## src/design/asm_pkg.sv

```systemverilog
// Purpose: constants and types for the ALU, its flags register and the 8x8 multiplier
// Assumes: one operation per enabled clock, issued by the core's execution unit
// Notes: addresses are file-register addresses on the core's data side
//
// Contract
// - flags register holds ALU status flags and the two pointer step-mode fields
// - any operation except multiply may name the flags register as its destination
// - flag-affecting op to flags register: zero, half-carry, carry come from the ALU
// - clear aimed at flags register zeroes upper nibble, sets zero, keeps carries
// - subtraction drives carry and half-carry as inverted borrow indicators
// - signed range flag sets when two's complement result leaves -128..+127
// - single-operand ops act on the working accumulator or the addressed file register
// - two-operand ops take the accumulator and a file register or 8-bit immediate
// - multiplier forms 16-bit product into low and high result registers 18h, 19h
// - flags register at 04h; upper four bits reset to one, low four flags
// - addition sets carry on carry-out of the most significant bit
// - rotate through carry loads carry with the bit shifted out
package asm_pkg;

  // =====================================================================
  // widths
  localparam int DATA_W = 8;
  localparam int PROD_W = 16;
  localparam int NIB_W = 4;

  // =====================================================================
  // unbanked addresses
  localparam logic [7:0] ADDR_FLAGS = 8'h04;
  localparam logic [7:0] ADDR_PROD_LO = 8'h18;
  localparam logic [7:0] ADDR_PROD_HI = 8'h19;

  // =====================================================================
  // flags register layout
  localparam int FLAG_C = 0;
  localparam int FLAG_DC = 1;
  localparam int FLAG_Z = 2;
  localparam int FLAG_OV = 3;
  localparam int PTR0_LSB = 4;
  localparam int PTR1_LSB = 6;
  localparam int FLAGS_W = 4;

  // =====================================================================
  // reset values
  localparam logic [7:0] FLAGS_RST = 8'hF0;
  localparam logic [7:0] PROD_RST = 8'h00;
  localparam logic [7:0] WORKING_ACCUMULATOR_RST = 8'h00;
  localparam logic [7:0] BYTE_ZERO = 8'h00;
  localparam logic [7:0] BYTE_ONES = 8'hFF;

  // =====================================================================
  // which low flags an operation updates {ov, z, dc, c}
  localparam logic [3:0] AFF_NONE = 4'h0;
  localparam logic [3:0] AFF_ARITH = 4'hF;
  localparam logic [3:0] AFF_ZERO = 4'h4;
  localparam logic [3:0] AFF_CARRY = 4'h1;
  localparam logic [3:0] AFF_ZDC_C = 4'h7;

  // =====================================================================
  // operations
  typedef enum logic [4:0] {
    OP_ADD  = 5'h00,
    OP_ADDC = 5'h01,
    OP_SUB  = 5'h02,
    OP_AND  = 5'h03,
    OP_IOR  = 5'h04,
    OP_XOR  = 5'h05,
    OP_MOVW = 5'h06,
    OP_MOVF = 5'h07,
    OP_CLR  = 5'h08,
    OP_BCLR = 5'h09,
    OP_BSET = 5'h0A,
    OP_SWAP = 5'h0B,
    OP_RRC  = 5'h0C,
    OP_RLC  = 5'h0D,
    OP_INC  = 5'h0E,
    OP_DEC  = 5'h0F,
    OP_COMP = 5'h10,
    OP_MUL  = 5'h11
  } asm_op_t;

  // operand a source
  typedef enum logic [1:0] {
    SRC_FILE = 2'h0,
    SRC_IMM  = 2'h1,
    SRC_WORKING_ACCUMULATOR = 2'h2
  } asm_src_t;

endpackage

```

## src/design/asm_mult.sv

```systemverilog
// Purpose: unsigned W x W array multiplier, combinational
// Assumes: caller registers the product
// Notes: partial products summed in a generate chain
`timescale 1ns/10ps
module asm_mult #(
  parameter int W = 8
) (
  // operands
  input wire logic [W-1:0] a_i,
  input wire logic [W-1:0] b_i,
  // product
  output logic [2*W-1:0] p_o
);

  if (W < 2) begin : g_bad_w
    $error("asm_mult: W must be at least 2");
  end

  // =====================================================================
  // partial product accumulation
  logic [2*W-1:0] acc [W+1];

  assign acc[0] = '0;

  genvar gi;
  generate
    for (gi = 0; gi < W; gi++) begin : g_pp
      logic [2*W-1:0] pp;
      assign pp = b_i[gi] ? ({{W{1'b0}}, a_i} << gi) : '0;
      assign acc[gi+1] = acc[gi] + pp;
    end
  endgenerate

  assign p_o = acc[W];

endmodule

```

## src/design/asm_alu_top.sv

```systemverilog
// Purpose: 8-bit ALU with flags register, working accumulator and 8x8 multiplier
// Assumes: execution unit issues one op per enabled cycle with operands ready
// Notes: flags and product registers live here; other file writes are passed out
`timescale 1ns/10ps
module asm_alu_top
  import asm_pkg::*;
#(
  parameter int DW = DATA_W
) (
  // clock and reset
  input wire logic mclk_i,
  input wire logic nrst_i,
  input wire logic ce_i,
  // operation issue
  input wire logic op_valid_i,
  input wire logic [4:0] op_code_i,
  input wire logic [1:0] src_sel_i,
  input wire logic [7:0] src_addr_i,
  input wire logic [7:0] file_data_i,
  input wire logic [7:0] imm_i,
  input wire logic [2:0] bit_idx_i,
  input wire logic dest_working_accumulator_i,
  input wire logic [7:0] dest_addr_i,
  // register read port
  input wire logic [7:0] rd_addr_i,
  output logic [7:0] rd_data_o,
  // file write toward the rest of data memory
  output logic file_we_o,
  output logic [7:0] file_addr_o,
  output logic [7:0] file_wdata_o,
  // state views
  output logic [7:0] working_accumulator_o,
  output logic [7:0] arith_flags_register_o,
  output logic [1:0] pointer_zero_mode_o,
  output logic [1:0] pointer_one_mode_o,
  output logic [7:0] multiply_result_low_o,
  output logic [7:0] multiply_result_high_o
);

  if (DW != DATA_W) begin : g_bad_dw
    $error("asm_alu_top: only an 8-bit datapath is supported");
  end

  // =====================================================================
  // state
  logic [7:0] working_accumulator_reg;
  logic [7:0] flags_reg;
  logic [7:0] prod_lo_reg;
  logic [7:0] prod_hi_reg;
  logic [7:0] rd_data_reg;
  logic file_we_reg;
  logic [7:0] file_addr_reg;
  logic [7:0] file_wdata_reg;

  // =====================================================================
  // operand selection
  asm_op_t op;
  logic fire;
  logic [7:0] file_val;
  logic [7:0] opa;

  assign op = asm_op_t'(op_code_i);
  assign fire = ce_i & op_valid_i;

  // owned registers are read from here, not from data memory
  always_comb begin
    unique case (src_addr_i)
      ADDR_FLAGS: file_val = flags_reg;
      ADDR_PROD_LO: file_val = prod_lo_reg;
      ADDR_PROD_HI: file_val = prod_hi_reg;
      default: file_val = file_data_i;
    endcase
  end

  // two-operand ops pair opa with the accumulator
  always_comb begin
    unique case (asm_src_t'(src_sel_i))
      SRC_IMM: opa = imm_i;
      SRC_WORKING_ACCUMULATOR: opa = working_accumulator_reg;
      default: opa = file_val;
    endcase
  end

  // =====================================================================
  // adder shared by add, add with carry, subtract, increment, decrement
  logic [7:0] add_y;
  logic add_cin;
  logic [8:0] add_sum;
  logic [4:0] add_nib;
  logic add_ov;

  always_comb begin
    add_y = working_accumulator_reg;
    add_cin = 1'b0;
    unique case (op)
      OP_ADDC: add_cin = flags_reg[FLAG_C];
      OP_SUB: begin
        // a - w as a + ~w + 1: carry out means no borrow
        add_y = ~working_accumulator_reg;
        add_cin = 1'b1;
      end
      OP_INC: begin
        add_y = BYTE_ZERO;
        add_cin = 1'b1;
      end
      OP_DEC: add_y = BYTE_ONES;
      default: add_y = working_accumulator_reg;
    endcase
  end

  assign add_sum = {1'b0, opa} + {1'b0, add_y} + {8'h00, add_cin};
  assign add_nib = {1'b0, opa[NIB_W-1:0]} + {1'b0, add_y[NIB_W-1:0]} + {4'h0, add_cin};
  // signs of operands agree and result sign differs
  assign add_ov = (opa[DW-1] == add_y[DW-1]) & (add_sum[DW-1] != opa[DW-1]);

  // =====================================================================
  // multiplier
  logic [15:0] product;

  asm_mult #(
    .W(DATA_W)
  ) u_mult (
    .a_i(opa),
    .b_i(working_accumulator_reg),
    .p_o(product)
  );

  // =====================================================================
  // result and flag outcome
  logic [7:0] res;
  logic [3:0] aff;
  logic [3:0] alu_flags;

  always_comb begin
    res = opa;
    aff = AFF_NONE;
    alu_flags = flags_reg[FLAGS_W-1:0];
    unique case (op)
      OP_ADD, OP_ADDC, OP_SUB: begin
        res = add_sum[DW-1:0];
        aff = AFF_ARITH;
        alu_flags[FLAG_C] = add_sum[DW];
        alu_flags[FLAG_DC] = add_nib[NIB_W];
        alu_flags[FLAG_OV] = add_ov;
      end
      OP_INC, OP_DEC: begin
        res = add_sum[DW-1:0];
        aff = AFF_ARITH;
        alu_flags[FLAG_C] = add_sum[DW];
        alu_flags[FLAG_DC] = add_nib[NIB_W];
        alu_flags[FLAG_OV] = add_ov;
      end
      OP_AND: begin
        res = opa & working_accumulator_reg;
        aff = AFF_ZERO;
      end
      OP_IOR: begin
        res = opa | working_accumulator_reg;
        aff = AFF_ZERO;
      end
      OP_XOR: begin
        res = opa ^ working_accumulator_reg;
        aff = AFF_ZERO;
      end
      OP_MOVF: aff = AFF_ZERO;
      OP_COMP: begin
        res = ~opa;
        aff = AFF_ZERO;
      end
      OP_CLR: begin
        res = BYTE_ZERO;
        aff = AFF_ZERO;
      end
      OP_MOVW: res = working_accumulator_reg;
      OP_BCLR: res = opa & ~(8'h01 << bit_idx_i);
      OP_BSET: res = opa | (8'h01 << bit_idx_i);
      OP_SWAP: res = {opa[NIB_W-1:0], opa[DW-1:NIB_W]};
      OP_RRC: begin
        res = {flags_reg[FLAG_C], opa[DW-1:1]};
        aff = AFF_CARRY;
        alu_flags[FLAG_C] = opa[0];
      end
      OP_RLC: begin
        res = {opa[DW-2:0], flags_reg[FLAG_C]};
        aff = AFF_CARRY;
        alu_flags[FLAG_C] = opa[DW-1];
      end
      OP_MUL: res = opa;
      default: res = opa;
    endcase
    alu_flags[FLAG_Z] = (res == BYTE_ZERO);
  end

  // =====================================================================
  // destination decode
  logic to_flags;
  logic to_lo;
  logic to_hi;
  logic to_ext;
  logic is_mul;

  assign is_mul = (op == OP_MUL);
  assign to_flags = fire & ~is_mul & ~dest_working_accumulator_i & (dest_addr_i == ADDR_FLAGS);
  assign to_lo = fire & ~is_mul & ~dest_working_accumulator_i & (dest_addr_i == ADDR_PROD_LO);
  assign to_hi = fire & ~is_mul & ~dest_working_accumulator_i & (dest_addr_i == ADDR_PROD_HI);
  assign to_ext = fire & ~is_mul & ~dest_working_accumulator_i & ~to_flags & ~to_lo & ~to_hi;

  // =====================================================================
  // flags register
  logic [7:0] flags_next;
  logic [3:0] merged;

  assign merged = (aff & alu_flags) | (~aff & flags_reg[FLAGS_W-1:0]);

  always_comb begin
    flags_next = flags_reg;
    if (to_flags) begin
      if (aff[FLAG_Z:FLAG_C] != 3'h0) begin
        // data write to the low flags blocked, ALU outcome wins
        flags_next = {res[DW-1:FLAGS_W], merged};
      end else begin
        // plain file-register write, bit ops and stores included
        flags_next = res;
      end
    end else if (fire) begin
      flags_next = {flags_reg[DW-1:FLAGS_W], merged};
    end
  end

  always_ff @(posedge mclk_i) begin
    if (!nrst_i) begin
      flags_reg <= FLAGS_RST;
    end else if (ce_i) begin
      flags_reg <= flags_next;
    end
  end

  // =====================================================================
  // working accumulator
  always_ff @(posedge mclk_i) begin
    if (!nrst_i) begin
      working_accumulator_reg <= WORKING_ACCUMULATOR_RST;
    end else if (fire && !is_mul && dest_working_accumulator_i) begin
      working_accumulator_reg <= res;
    end
  end

  // =====================================================================
  // product registers
  always_ff @(posedge mclk_i) begin
    if (!nrst_i) begin
      prod_lo_reg <= PROD_RST;
      prod_hi_reg <= PROD_RST;
    end else if (fire && is_mul) begin
      prod_lo_reg <= product[DW-1:0];
      prod_hi_reg <= product[PROD_W-1:DW];
    end else begin
      if (to_lo) begin
        prod_lo_reg <= res;
      end
      if (to_hi) begin
        prod_hi_reg <= res;
      end
    end
  end

  // =====================================================================
  // external file write
  always_ff @(posedge mclk_i) begin
    if (!nrst_i) begin
      file_we_reg <= 1'b0;
      file_addr_reg <= BYTE_ZERO;
      file_wdata_reg <= BYTE_ZERO;
    end else if (ce_i) begin
      file_we_reg <= to_ext;
      if (to_ext) begin
        file_addr_reg <= dest_addr_i;
        file_wdata_reg <= res;
      end
    end
  end

  // =====================================================================
  // register read port, unowned addresses read zero
  always_ff @(posedge mclk_i) begin
    if (!nrst_i) begin
      rd_data_reg <= BYTE_ZERO;
    end else if (ce_i) begin
      unique case (rd_addr_i)
        ADDR_FLAGS: rd_data_reg <= flags_reg;
        ADDR_PROD_LO: rd_data_reg <= prod_lo_reg;
        ADDR_PROD_HI: rd_data_reg <= prod_hi_reg;
        default: rd_data_reg <= BYTE_ZERO;
      endcase
    end
  end

  // =====================================================================
  // outputs
  assign rd_data_o = rd_data_reg;
  assign file_we_o = file_we_reg;
  assign file_addr_o = file_addr_reg;
  assign file_wdata_o = file_wdata_reg;
  assign working_accumulator_o = working_accumulator_reg;
  assign arith_flags_register_o = flags_reg;
  assign pointer_zero_mode_o = flags_reg[PTR0_LSB+1:PTR0_LSB];
  assign pointer_one_mode_o = flags_reg[PTR1_LSB+1:PTR1_LSB];
  assign multiply_result_low_o = prod_lo_reg;
  assign multiply_result_high_o = prod_hi_reg;

endmodule

```

## config.mk

```make
export PLATFORM = sky130hd
export DESIGN_NAME = asm_alu_top
export DESIGN_NICKNAME = d
export VERILOG_FILES = /design/src/design/asm_pkg.sv /design/src/design/asm_mult.sv /design/src/design/asm_alu_top.sv
export SDC_FILE = /design/constraint.sdc
export NUM_CORES = 1
export LEC_CHECK = 0
export ABC_AREA = 1
export BUFFER_PORTS_ARGS = -buffer_cell sky130_fd_sc_hd__buf_2
export CORE_MARGIN = 5
export CORE_UTILIZATION = 29
export DETAILED_ROUTE_END_ITERATION = 10
export PLACE_DENSITY = 0.59
export SKIP_LAST_GASP = 1
export SLEW_MARGIN = 20
export SYNTH_ARGS = -nofsm -noshare
export SYNTH_HDL_FRONTEND = slang
export SYNTH_SLANG_ARGS = --single-unit
```

## constraint.sdc

```tcl
create_clock -name mclk_i -period 5.7 [get_ports mclk_i]
set_clock_uncertainty 0.2 [all_clocks]
set_input_delay 0.855 -clock mclk_i [delete_from_list [all_inputs] [get_ports mclk_i]]
set_output_delay 0.855 -clock mclk_i [all_outputs]
set_load 0.02 [all_outputs]
```

# == After elaboration in Yosys (flattened, before gate mapping) ==
# Index checks and enable logic that the tools add are counted.
# word_totals
register_bits,57
in_bits,55
out_inout_bits,61
elab_cells,120
# op_classes
n_addsub,11
eq_ne,30
shifts,1
mux,25
n_bitwise,27
n_reduce_logical,17
# ops
operator,n
$pmux 8 s12,1
$add 16x16->16,5
$pmux 8 s3,3
$eq 8x5->1 const B,6
$mux 8,6
$eq 5x4->1 const B,8
$eq 8x3->1 const B,3
$not 8->8,3
$eq 5x3->1 const B,4
$add 16x14->16,1
$add 16x15->16,1
$and 8x8->8,2
$or 8x8->8,2
$pmux 8 s2,1
$mux 15,1
$mux 14,1
$mux 13,1
$mux 12,1
$pmux 4 s3,1
$mux 11,1
$and 1x1->1,10
$eq 5x2->1 const B,2
$eq 5x5->1 const B,2
$mux 10,1
30 further kinds,44

# == Depth between registers and ports, before layout ==
# depth
ltp_word,12
mapped_depth,34
ltp_nobuf,33

# == Cells and area by module ==
# From an unflattened synthesis, not the netlist that was laid out.
# unflattened
cells_unflattened,1136
hier_area_um2,6925.4
# by_module_without_submodules
mod,instances,cells_per_inst,area_per_inst_um2,seq_area_each_um2
asm_alu_top,1,809,4793.3,1141.1
asm_mult,1,327,2132.0,0.0

# == Worst setup path before layout ==
# OpenSTA, ideal clock, no wires.
# synth_timing
kind,in2reg
start,input port src_sel_i[0]
end,"register prod_hi_reg[6], in the netlist multiply_result_high_o[6]"
setup_ns,0.109
arrival_time_ns,5.883
required_ns,5.391
setup_slack_ns,-0.492
path_stages,26
n_path_buf,1
cell_sequence,inv_1 > ha_1 > buf_1 > nand3_1 > nand2_2 > inv_1 > ha_1 > fa_1 > fa_1 > fa_1 > inv_1 > fa_1 > inv_1 > ha_1 > nand2_1 > o21ai_0 > nand2_1 > nand2_1 > a21oi_1 > or2_2 > a21boi_0 > o21ai_0 > nand3_1 > nand3_1 > nand2_1 > inv_1
# synth_via
elab_chain_cells,11
elab_cells_between_ends,29
cone_classes,add/sub: 9; eq/ne: 2; mux: 12; bitwise: 6
# synth_rtl
element,line,rtl
"start, declared",asm_alu_top.sv:17,"input wire logic [1:0] src_sel_i,"
$eq 2x2->1 or $eq 2x1->1 (tied branches),asm_alu_top.sv:77,unique case (asm_src_t'(src_sel_i))
$pmux 8 s2 *,asm_alu_top.sv:77,
$mux 8 or $mux 9 (tied branches),asm_mult.sv:29,"assign pp = b_i[gi] ? ({{W{1'b0}}, a_i} << gi) : '0;"
$add 16x16->16 (5 in series),asm_mult.sv:30,assign acc[gi+1] = acc[gi] + pp;
$add 16x14->16,asm_mult.sv:30,
$add 16x15->16,asm_mult.sv:30,
$mux 8 *,asm_alu_top.sv:254,end else if (fire && is_mul) begin
"end signal, assigned",asm_alu_top.sv:256,prod_hi_reg <= product[PROD_W-1:DW];
"end signal, assigned",asm_alu_top.sv:262,prod_hi_reg <= res;
"end, declared",asm_alu_top.sv:49,logic [7:0] prod_hi_reg;
# Every way passes the cells marked *; elsewhere a longest branch is shown, timed or not. The select of a mux whose other input is x is not followed.
# A chain may end at the register's enable or synchronous reset.

# == Worst setup path after layout ==
# layout_timing
start,input port src_addr_i[1]
end,"register prod_hi_reg[6], in the netlist multiply_result_high_o[6]"
# layout_via
elab_chain_cells,12
elab_cells_between_ends,31
cone_classes,add/sub: 9; eq/ne: 3; mux: 13; bitwise: 6
# layout_rtl
element,line,rtl
"start, declared",asm_alu_top.sv:18,"input wire logic [7:0] src_addr_i,"
$eq 8x5->1 or $eq 8x3->1 (tied branches),asm_alu_top.sv:67,unique case (src_addr_i)
$pmux 8 s3 *,asm_alu_top.sv:67,
$pmux 8 s2 *,asm_alu_top.sv:77,
$mux 8 or $mux 9 (tied branches),asm_mult.sv:29,
$add 16x16->16 (5 in series),asm_mult.sv:30,
$add 16x14->16,asm_mult.sv:30,
$add 16x15->16,asm_mult.sv:30,
$mux 8 *,asm_alu_top.sv:254,
# Marked as above.

==> flow_summary_export.csv <==
group,metric,value,unit
run_status,status,"finished, final reports clean",
worst_setup_path,crit_fanout,5,
worst_setup_path,end_kind,"flip-flop",
die,start_util,29.3,%
sta,worst_slack,111,ps
routing,drc,0,
final_layout,final_util,37.7,%
sta,maxSlewViolCount,0,
yosys,synth_area,0.00659,mm²
yosys,syn_area_per_cell,6.57,µm²
yosys,synth-seq-cells,57,
yosys,synth_top_area_share,17.3,%
clock_tree,numCtsBuffers,9,
sta,tns,0,ps
clock_tree,cts.sinks,57,
routing,drt-total-wl,25.2,mm
yosys,synth_edf_count,0,
worst_setup_path,crit_buf_inv,9,
worst_setup_path,worst_path_largest_cell_delay,530,ps
pwr,irDropWorstVdd,139,µV
final_layout,drive_gt1_share,25.7,%
clock_tree,root_buffer,"clkbuf_16",
sta,worst_slew_pin_slew,1030,ps
final_layout,syn2layout_area_growth,28.7,%
sta,max_freq,179,MHz
worst_setup_path,crit_family,"adder cells",
grt,grt_pass1_vias,7028,
die,core-area,0.0225,mm²
worst_setup_path,crit_type,"primary input to flip-flop",
die,placementRows,55,
yosys,yosysMostFrequentCell,"nand2_1",
sta,setup_viol,0,
sta,period_share,98.1,%
die,fp.dieW,161,µm
pwr,power,1.53,mW
placement,gp_congestion,0.975,
die,die_area,0.0258,mm²
clock_tree,htree_levels,3,
clock_tree,path_clk_slew,50,ps
grt,grt_pass1_wl,38.8,mm
yosys,synthTopCellsByCount,"nand2_1 (217), inv_1 (143), nor2_1 (127)",
yosys,synth_nets,1147,
yosys,ys_seq_area_share,17.3,%
routing,drt_iter0_markers,731,
grt,overflow,0,
worst_setup_path,crit_arrival,5610,ps
sta,finalCriticalPeriod,5590,ps
final_layout,fin_nets,1324,
min_path,hold_path.class,"flip-flop to flip-flop",
placement,hpwl,20.7,mm
worst_setup_path,critPathLaunchType,"primary input",
clock_tree,clockBufferDepth,2,
clock_tree,cts_tree,"done",
worst_setup_path,crit_top_cell,"nand2_1",
final_layout,num_antenna_cells,0,
placement,io_buffer_count,115,
grt,antenna_found_initial,0,
routing,ant_nets,0,
yosys,synth-async-reset-ratio,0,%
worst_setup_path,critical_path_required,5720,ps
yosys,synth_area_leaders,"dfxtp_1 (17%), nand2_1 (12%), fa_1 (12%), ha_1 (9.1%), inv_1 (8.1%)",
routing,wl_per_cell,17.2,µm
routing,firstDrtPassIters,5,
placement,dp_slack,-399,ps
routing,vias,7416,
grt,grt_max_degree,35,
sta,hold_viol,0,
yosys,synth_area_leader_cell,"dfxtp_1",
sta,rsz0062_at_grt,"true",
worst_setup_path,crit_slowest_cell,"fa_1",
sta,holdWs,260,ps
clock_tree,ctsHoldBuffers,0,
sta,maxSlewHeadroom,30.6,%
routing,viasPerCell,5.04,
yosys,yosys_warnings,0,
pwr,power.density,180,mW/mm²
run,drv_cap,0,
die,ios,116,
clock_tree,clkLatencyLatePin,320,ps
yosys,synth-main-ff-cell,"dfxtp_1",
yosys,ys_types,47,
grt,grtUsageTotal,18.8,%
die,die_height,161,µm
yosys,syn_inst,1004,
pwr,leakage,4.44,nW
[worst min-delay path, delay by kind of cell (launching register included)]
kind	cells	cell delay, ps
AO/OA/AOI/OAI	1	50
flip-flops	1	300
AND/OR/NAND/NOR	1	60
[through the flow]
stage,cells,cell area [µm²]
after floorplan,1004,6660
after global placement,1451,8020
after detailed placement,1451,8020
after CTS,1468,8350
after global routing,1471,8480
final,1471,8480
[power by group]
part / switching (mW) / total [mW] / internal, mW
clock: 0.183 / 0.525 / 0.342
sequential: 0.00865 / 0.416 / 0.408
combinational: 0.369 / 0.588 / 0.219
[sequential cells by signal, summed over array words and instances, names as in the netlist]
| name | cells |
|---|---|
| rd_data_o | 8 |
| file_addr_o | 8 |
| working_accumulator_o | 8 |
| arith_flags_register_o | 8 |
| file_wdata_o | 8 |
| file_we_o | 1 |
| multiply_result_low_o | 8 |
| multiply_result_high_o | 8 |
[cells in the final DEF, fill, tap and decap left out, drive strengths merged]
| cell | count |
|---|---|
| a221o | 8 |
| o31ai | 2 |
| fa | 40 |
| buf | 193 |
| a221oi | 2 |
| clkinv | 6 |
| a22oi | 2 |
| nand3b | 3 |
| clkbuf | 15 |
| nor4 | 3 |
| a21boi | 1 |
| o21a | 1 |
| a21oi | 56 |
| nand2 | 232 |
| and3 | 1 |
| or2 | 7 |
| xnor2 | 2 |
| xor2 | 1 |
| o2bb2ai | 2 |
| nor2 | 138 |
| a31oi | 12 |
| ha | 48 |
| nor3 | 14 |
| nand4 | 15 |
| o21ai | 53 |
| dfxtp | 57 |
| o2111ai | 1 |
| nand3 | 85 |
| o22ai | 8 |
| a211oi | 2 |
| inv | 155 |
| o211ai | 20 |
| clkinvlp | 1 |
[path summary, 6_finish.rpt]
check	end	startpoint	cells past startpoint	slack (ps)
worst max-delay path	multiply_result_high_o[6]	src_addr_i[1]	36	110
worst min-delay path	rd_data_o[2]	rd_data_o[2]	2	260
worst max register to register	multiply_result_high_o[6]	working_accumulator_o[4]	28	520
worst min register to register	rd_data_o[2]	rd_data_o[2]	2	260
[logic make-up (layout without fill, tap and decap cells)]
| family | count (synthesis) | count (layout) | synth area share, % |
|---|---|---|---|
| AND/OR/NAND/NOR | 498 | 498 | 34.4 |
| adder cells (fa/ha/maj) | 88 | 88 | 21.3 |
| flip-flops | 57 | 57 | 17.3 |
| buffers and inverters | 188 | 370 | 11.3 |
| XOR/XNOR | 3 | 3 | 0.399 |
| AO/OA/AOI/OAI | 170 | 170 | 15.3 |
[area by class of cell]
type / count / area, µm²
Clock buffer: 15 / 288
Clock inverter: 1 / 7.51
Fill cell: 2381 / 14000
Inverter: 161 / 607
Multi-Input combinational cell: 759 / 4910
Sequential cell: 57 / 1140
Tap cell: 285 / 357
Timing Repair Buffer: 193 / 1170
[per-layer routing]
| metal | part of all wire, % | track usage (%) | wire length [µm] | vias to the layer above |
|---|---|---|---|---|
| met5 | 0 | 0 | 0 | - |
| met4 | 2.3 | 4.34 | 592 | 0 |
| met3 | 7.3 | 2.57 | 1840 | 42 |
| met2 | 48 | 32.6 | 12100 | 303 |
| met1 | 42 | 24.7 | 10700 | 3427 |
| li1 | - | - | - | 3644 |
[timing repair]
item	4_1_cts	5_1_grt
pin swaps	9	15
gates resized for setup	11	32
setup buffers	1	3
endpoints found under the setup margin	3	6
Note: power is estimated with default switching activity, not from simulation.
